File: config.mk
export PLATFORM = sky130hd
export DESIGN_NAME = hard_reset_hang_supervision
export DESIGN_NICKNAME = d
export VERILOG_FILES = /design/src/hdl/reset_seq_pkg.sv /design/src/hdl/power_state_controller.sv /design/src/hdl/hard_reset_hang_supervision.sv
export SDC_FILE = /design/constraint.sdc
export NUM_CORES = 1
export LEC_CHECK = 0
export BUFFER_PORTS_ARGS = -buffer_cell sky130_fd_sc_hd__buf_2
export CORE_MARGIN = 2
export CORE_UTILIZATION = 45
export CTS_CLUSTER_DIAMETER = 40
export DETAILED_ROUTE_END_ITERATION = 8
export PLACE_DENSITY = 0.66
export SYNTH_ARGS = -nofsm -noshare
export SYNTH_HDL_FRONTEND = slang
export SYNTH_HIERARCHICAL = 1
export SYNTH_SLANG_ARGS = --single-unit
File: constraint.sdc
create_clock -name clock -period 5.3 [get_ports clock]
set_input_delay 1.06 -clock clock [delete_from_list [all_inputs] [get_ports clock]]
set_output_delay 1.06 -clock clock [all_outputs]
set_load 0.01 [all_outputs]
File: src/hdl/reset_seq_pkg.sv
// Operation
// Hard reset during power-up of domain 7 or 8-15 can hang that domain.
// While hung, the reset-status output stays low.
// Only full or power-on reset clears the hang; hard reset does not.
// Host waits for reset-status to rise after a hard reset.
// Host treats a stuck-low status as the hang and applies full reset.
// Full or power-on reset re-latches the boot configuration pins.
// System reset power-resets all cores and clears debug state and breakpoints.
// Reset-status goes low on reset and stays low until the cycle completes.
// Host uses a configurable timeout before escalating to full reset.
package reset_seq_pkg;

  // ==========================================================
  // Sizes and counts
  localparam int unsigned NUM_DOMAINS = 16;
  localparam int unsigned BOOT_WIDTH = 16;
  localparam int unsigned HANG_DOMAIN_LO = 7;
  localparam int unsigned HANG_DOMAIN_HI = 15;
  localparam int unsigned RESET_CYCLE_NS = 64;
  localparam int unsigned CLOCK_PERIOD_NS = 8;
  localparam int unsigned RESET_CYCLE_CYCLES = (RESET_CYCLE_NS + CLOCK_PERIOD_NS - 1) / CLOCK_PERIOD_NS;
  localparam int unsigned DOMAIN_STEP_CYCLES = 4;

  // ==========================================================
  // Reset values
  localparam logic [NUM_DOMAINS-1:0] DOMAIN_ON_RESET = 16'h0001;
  localparam logic [BOOT_WIDTH-1:0] BOOT_CFG_RESET = 16'h0000;

  // ==========================================================
  // Types
  typedef struct packed {
    logic hard_reset_n;
    logic full_reset_n;
  } reset_pins_t;

  typedef struct packed {
    logic req;
    logic [3:0] domain;
  } power_up_req_t;

endpackage

File: src/hdl/power_state_controller.sv
`timescale 1ns/1ps
module power_state_controller #(
  parameter int unsigned NUM_DOM = reset_seq_pkg::NUM_DOMAINS
) (
  input wire logic clock,
  input wire logic resetn,
  input wire logic full_clear,
  input wire logic hard_reset_evt,
  input wire reset_seq_pkg::power_up_req_t pu_req,
  output logic [NUM_DOM-1:0] domain_on,
  output logic hung
);
  import reset_seq_pkg::*;

  typedef enum logic [1:0] {IDLE, RAMP, STUCK} psc_state_t;
  psc_state_t state_q;
  logic [3:0] dom_q;
  logic [2:0] step_q;

  function automatic logic hang_prone(input logic [3:0] d);
    hang_prone = (32'(d) >= HANG_DOMAIN_LO) && (32'(d) <= HANG_DOMAIN_HI);
  endfunction

  // ==========================================================
  // Domain transition state machine
  always_ff @(posedge clock or negedge resetn)
  begin
    if (!resetn)
    begin
      state_q <= IDLE;
      dom_q <= 4'h0;
      step_q <= 3'h0;
    end
    else if (full_clear)
    begin
      // full clears hang
      state_q <= IDLE;
      step_q <= 3'h0;
    end
    else
    begin
      unique case (state_q)
        IDLE:
        begin
          if (pu_req.req && !hard_reset_evt)
          begin
            state_q <= RAMP;
            dom_q <= pu_req.domain;
            step_q <= 3'h0;
          end
        end
        RAMP:
        begin
          // hang on collision
          if (hard_reset_evt && hang_prone(dom_q))
            state_q <= STUCK;
          else if (hard_reset_evt)
            state_q <= IDLE;
          else if (32'(step_q) == DOMAIN_STEP_CYCLES - 1)
            state_q <= IDLE;
          else
            step_q <= step_q + 3'h1;
        end
        STUCK:
        begin
          // hard reset does not clear
          state_q <= STUCK;
        end
      endcase
    end
  end

  always_ff @(posedge clock or negedge resetn)
  begin
    if (!resetn)
      domain_on <= DOMAIN_ON_RESET;
    else if (full_clear || hard_reset_evt)
      domain_on <= DOMAIN_ON_RESET;
    else if (state_q == RAMP && 32'(step_q) == DOMAIN_STEP_CYCLES - 1)
      domain_on[dom_q] <= 1'b1;
  end

  assign hung = (state_q == STUCK);

  // hang survives hard reset
  a_hang_sticky: assert property (@(posedge clock) disable iff (!resetn)
    hung && !full_clear |=> hung) else $error("hang cleared without full reset");
  // collision causes hang
  a_collision_hangs: assert property (@(posedge clock) disable iff (!resetn)
    state_q == RAMP && hard_reset_evt && hang_prone(dom_q) && !full_clear |=> hung)
    else $error("collision did not hang domain");
  c_hang_seen: cover property (@(posedge clock) disable iff (!resetn) $rose(hung));
endmodule

File: src/hdl/hard_reset_hang_supervision.sv
`timescale 1ns/1ps
module hard_reset_hang_supervision #(
  parameter int unsigned NUM_DOM = reset_seq_pkg::NUM_DOMAINS,
  parameter int unsigned BOOT_W = reset_seq_pkg::BOOT_WIDTH
) (
  input wire logic clock,
  input wire logic resetn,
  input wire logic hard_reset_n_in,
  input wire logic full_chip_reset_in,
  input wire logic [BOOT_W-1:0] boot_cfg_in,
  input wire reset_seq_pkg::power_up_req_t pu_req,
  output logic reset_done_status_out,
  output logic [BOOT_W-1:0] boot_cfg_latched,
  output logic [NUM_DOM-1:0] domain_on,
  output logic cores_power_reset,
  output logic debug_clear,
  output logic hang_flag
);
  import reset_seq_pkg::*;

  // ==========================================================
  // Pin synchronisers
  logic [1:0] hard_sync_q;
  logic [1:0] full_sync_q;
  logic [BOOT_W-1:0] boot_s1_q;
  logic [BOOT_W-1:0] boot_s2_q;
  logic hard_prev_q;
  logic full_prev_q;
  logic hard_active;
  logic full_active;
  logic hard_evt;
  logic full_rise;

  always_ff @(posedge clock or negedge resetn)
  begin
    if (!resetn)
    begin
      hard_sync_q <= 2'b11;
      full_sync_q <= 2'b00;
      boot_s1_q <= BOOT_CFG_RESET;
      boot_s2_q <= BOOT_CFG_RESET;
    end
    else
    begin
      hard_sync_q <= {hard_sync_q[0], hard_reset_n_in};
      full_sync_q <= {full_sync_q[0], full_chip_reset_in};
      boot_s1_q <= boot_cfg_in;
      boot_s2_q <= boot_s1_q;
    end
  end

  assign hard_active = !hard_sync_q[1];
  assign full_active = full_sync_q[1];

  always_ff @(posedge clock or negedge resetn)
  begin
    if (!resetn)
    begin
      hard_prev_q <= 1'b0;
      full_prev_q <= 1'b0;
    end
    else
    begin
      hard_prev_q <= hard_active;
      full_prev_q <= full_active;
    end
  end

  assign hard_evt = hard_active && !hard_prev_q;
  assign full_rise = full_active && !full_prev_q;

  // ==========================================================
  // Power state controller
  logic hung;
  logic [NUM_DOM-1:0] dom_on;

  power_state_controller #(
    .NUM_DOM(NUM_DOM)
  ) u_psc (
    .clock(clock),
    .resetn(resetn),
    .full_clear(full_active),
    .hard_reset_evt(hard_evt),
    .pu_req(pu_req),
    .domain_on(dom_on),
    .hung(hung)
  );

  // ==========================================================
  // Reset cycle sequencing
  logic [7:0] cycle_cnt_q;
  logic in_reset_q;
  logic first_boot_q;

  always_ff @(posedge clock or negedge resetn)
  begin
    if (!resetn)
    begin
      cycle_cnt_q <= 8'h00;
      in_reset_q <= 1'b1;
    end
    // hold low during reset
    else if (hard_active || full_active)
    begin
      cycle_cnt_q <= 8'h00;
      in_reset_q <= 1'b1;
    end
    else if (in_reset_q && !hung)
    begin
      if (32'(cycle_cnt_q) == RESET_CYCLE_CYCLES - 1)
        in_reset_q <= 1'b0;
      else
        cycle_cnt_q <= cycle_cnt_q + 8'h01;
    end
  end

  always_ff @(posedge clock or negedge resetn)
  begin
    if (!resetn)
      reset_done_status_out <= 1'b0;
    else
      // stuck low while hung
      reset_done_status_out <= !in_reset_q && !hung && !hard_active && !full_active;
  end

  // ==========================================================
  // Boot configuration latch
  always_ff @(posedge clock or negedge resetn)
  begin
    if (!resetn)
    begin
      boot_cfg_latched <= BOOT_CFG_RESET;
      first_boot_q <= 1'b1;
    end
    else
    begin
      // Latch through power-on cycle, pins settle after two edges
      first_boot_q <= first_boot_q && in_reset_q;
      // re-latch on full reset
      if (full_active || first_boot_q)
        boot_cfg_latched <= boot_s2_q;
    end
  end

  // ==========================================================
  // Core power and debug clear
  always_ff @(posedge clock or negedge resetn)
  begin
    if (!resetn)
    begin
      cores_power_reset <= 1'b1;
      debug_clear <= 1'b1;
    end
    else
    begin
      // system reset clears cores
      cores_power_reset <= hard_active || full_active;
      debug_clear <= hard_evt || full_rise;
    end
  end

  always_ff @(posedge clock or negedge resetn)
  begin
    if (!resetn)
    begin
      domain_on <= DOMAIN_ON_RESET;
      hang_flag <= 1'b0;
    end
    else
    begin
      domain_on <= dom_on;
      hang_flag <= hung;
    end
  end

  // ==========================================================
  // Assertions
  a_status_low_hung: assert property (@(posedge clock) disable iff (!resetn)
    hung |=> !reset_done_status_out) else $error("status high while hung");
  a_status_low_reset: assert property (@(posedge clock) disable iff (!resetn)
    hard_active |=> !reset_done_status_out) else $error("status high during reset");
  a_full_relatch: assert property (@(posedge clock) disable iff (!resetn)
    full_active |=> boot_cfg_latched == $past(boot_s2_q)) else $error("boot pins not latched");
  a_core_reset: assert property (@(posedge clock) disable iff (!resetn)
    hard_evt |=> cores_power_reset && debug_clear) else $error("cores not reset");
  a_hard_keeps_hang: assert property (@(posedge clock) disable iff (!resetn)
    hung && !full_active |=> hung) else $error("hang left without full reset");
  a_status_release: assert property (@(posedge clock) disable iff (!resetn)
    $fell(hard_active) && !hung && !full_active ##1 (!hard_active && !full_active && !hung) [*8]
    |=> reset_done_status_out) else $error("status did not rise");
  a_hang_flag: assert property (@(posedge clock) disable iff (!resetn)
    $rose(hung) |=> hang_flag) else $error("hang flag missing");
  a_full_recover: assert property (@(posedge clock) disable iff (!resetn)
    hung && full_active |=> !hung) else $error("full reset did not recover");
  c_normal_release: cover property (@(posedge clock) disable iff (!resetn) $rose(reset_done_status_out));
  c_hang: cover property (@(posedge clock) disable iff (!resetn) $rose(hang_flag));
  c_recover: cover property (@(posedge clock) disable iff (!resetn) $fell(hang_flag));
endmodule

==> flow_summary.ini <==
[outcome]
status = finished, final reports clean

[critical_path]
crit_chain = buf_2
crit_path_end_kind = primary output
cp-start-kind = register
required_ns = 4.24
cp_max_fo = 1
slowest_delay_ns = 0.53
crit_arrival_ns = 1.01
slowest_stage = dfstp_2
criticalPathCategory = register to primary output
crit_family = flip-flops
cp_num_buf_inv = 1

[synthesis]
synth_area_leaders = dfrtp_1 66%, dfstp_2 5.5%, mux2_2 4.7%
synth_edf_count = 0
synthCells = 258
yosysTopAreaCell = dfrtp_1
ys_ff_latch = 109
synth_top_area_frac = 0.663
ys_warn_count = 6
yosysMostFrequentCell = dfrtp_1
avgSynthCellArea_um2 = 14.8
ys_top_cells_by_count = 101 x dfrtp_1, 19 x nor2_1, 16 x mux2_2
seq_area_frac_synth = 0.719
netlist_area_um2 = 3810
synthDistinctLibCells = 47
ys.flop_type = dfrtp_1
ys_async_sr_fraction = 1.00
syn_nets = 290

[routing]
via_count = 2227
route.detailed.drc = 0
viasPerCell = 5.14
wl_per_cell_um = 14.4
dr.pass1.iters = 4
detail-route-antenna-nets = 0
drtIter0Drc = 134
routed_wl_mm = 6.23

[power]
vdd_drop_max_mv = 0.194
p_leak_nw = 2.10
p_per_area_nw_per_um2 = 349

[worst_hold_path]
hp-class = register to register

[timing]
post-route-period-util = 0.390
holdWs_ns = 0.349
tightest_slew_ns = 0.829
relSlewSlack = 0.447
period_needed_ns = 2.07
fmax_mhz = 484
setup_viol = 0
setup_ws_ns = 3.23
finalHoldViolations = 0
drv_slew = 0
rsz0062_at_grt = no
worst_clock_skew_ns = 0.00667
setup_tns_ns = 0

[cells_and_area]
instances_no_fill = 433
fin_nets = 355
diodes = 0
drive_gt1_frac = 0.341
stdcell_area_um2 = 4400
area_delta_synth_final_pct = 15.5

[placed_design]
hpwl_mm = 4.22
dp.cells = 417
dpl_cell_area_um2 = 4210
preCtsSetupSlack_ns = 3.01
portBuffers = 60
routabilityCongestion = 0.755

[global_route]
grt_usage = 0.149
grt_pass1_wl_mm = 10.3
grt_pass1_vias = 2206
antenna_found_initial = 0
grt_start_max_net_pins = 66
grt_overflow = 0

[clocking]
cts_buffers = 9
root_buffer = clkbuf_8
cts.sinks = 109
clockBufferDepth = 2
clk_pin_slew_worst_paths_ns = 0.10
cts.repair.resized = 0
cts_hold_buffers = 0
cts_htree_levels = 3
cts_tree = yes
post_cts_buffers = 0
clk_latency_ns = 0.36

[die]
pin_count = 61
start_util = 0.464
die_area_um2 = 9220
die_h_um = 96.0
rows = 33
fp.dieW_um = 96.0
core_um2 = 8220

[flow_run]
cap_violations = 0
## path summary, 6_finish.rpt
kind	start	to	slack, ns	cells after the start
worst min register to register	boot_s1_q[4]	boot_s2_q[4]	0.35	0
max in group asynchronous	resetn	hard_sync_q[1]	3.49	2
min in group asynchronous	resetn	boot_s2_q[11]	0.76	1
worst min-delay path	boot_s1_q[4]	boot_s2_q[4]	0.35	0
worst max register to register	hard_sync_q[1]	u_psc/dom_q[3]	3.34	4
worst max-delay path	domain_on[0]	domain_on[0]	3.23	1
## layout by cell type, fill, tap and decap left out, types with 2 or more instances in the layout
master | netlist | layout
a211o_1 | 2 | 2
a211oi_1 | 3 | 3
a21oi_1 | 8 | 8
a31oi_1 | 12 | 12
a41oi_1 | 3 | 3
and4bb_2 | 2 | 2
buf_2 | 2 | 59
buf_4 | 0 | 2
clkbuf_8 | 0 | 10
dfrtp_1 | 101 | 101
dfstp_2 | 8 | 8
ha_1 | 7 | 7
inv_1 | 11 | 11
inv_6 | 0 | 2
inv_8 | 0 | 2
mux2_1 | 4 | 4
mux2_2 | 16 | 16
mux2i_1 | 4 | 4
nand2_1 | 8 | 8
nand2b_1 | 4 | 4
nand3_1 | 3 | 3
nor2_1 | 19 | 19
nor2b_1 | 5 | 5
nor3_1 | 2 | 2
o21ai_0 | 3 | 3
o31ai_1 | 2 | 2
or4_1 | 2 | 2
## power breakdown
group / switching (W) / internal [W]
sequential: 0.0000356 / 0.000881
clock: 0.000283 / 0.000194
combinational: 0.0000817 / 0.0000611
## registers in the layout, indices dropped and copies added (netlist names)
signal	cells
cycle_cnt_q	8
reset_done_status_out	1
u_psc/domain_on	16
debug_clear	1
hang_flag	1
u_psc/state_q	2
full_prev_q	1
domain_on	16
boot_s1_q	16
hard_sync_q	2
hard_prev_q	1
boot_s2_q	16
first_boot_q	1
full_sync_q	2
in_reset_q	1
u_psc/step_q	3
cores_power_reset	1
u_psc/dom_q	4
boot_cfg_latched	16
## layer usage
layer	part of all wire	wire length, um	track usage	up-vias
li1	-	-	-	1033
met1	0.46	2840	0.192	1122
met2	0.47	2940	0.235	66
met3	0.065	404	0.0564	6
met4	0.0080	50	0.0440	0
met5	0	0	0	-
## logic make-up after synthesis
| family | synth area share |
|---|---|
| flip-flops | 0.719 |
| multiplexers | 0.0736 |
| AO/OA/AOI/OAI | 0.0716 |
| adder cells (fa/ha/maj) | 0.0230 |
| AND/OR/NAND/NOR | 0.0910 |
| buffers and inverters | 0.0223 |
## metrics by stage
stage	power, W	util
2_1_floorplan	0.00102	-
3_3_place_gp	0.00107	0.512
3_5_place_dp	0.00108	0.512
4_1_cts	0.00156	0.535
5_1_grt	0.00162	0.535
6_report	0.00154	0.535
## cell type report
cell class | count | area [um^2]
fillers | 717 | 3820
repair buffers | 61 | 310
clock inverters | 6 | 53.8
clock buffers | 10 | 138
inverters | 11 | 41.3
well taps | 105 | 131
flip-flops and latches | 109 | 2740
multi-input cells | 131 | 987
No activity file was read; power rests on OpenSTA's default activity.
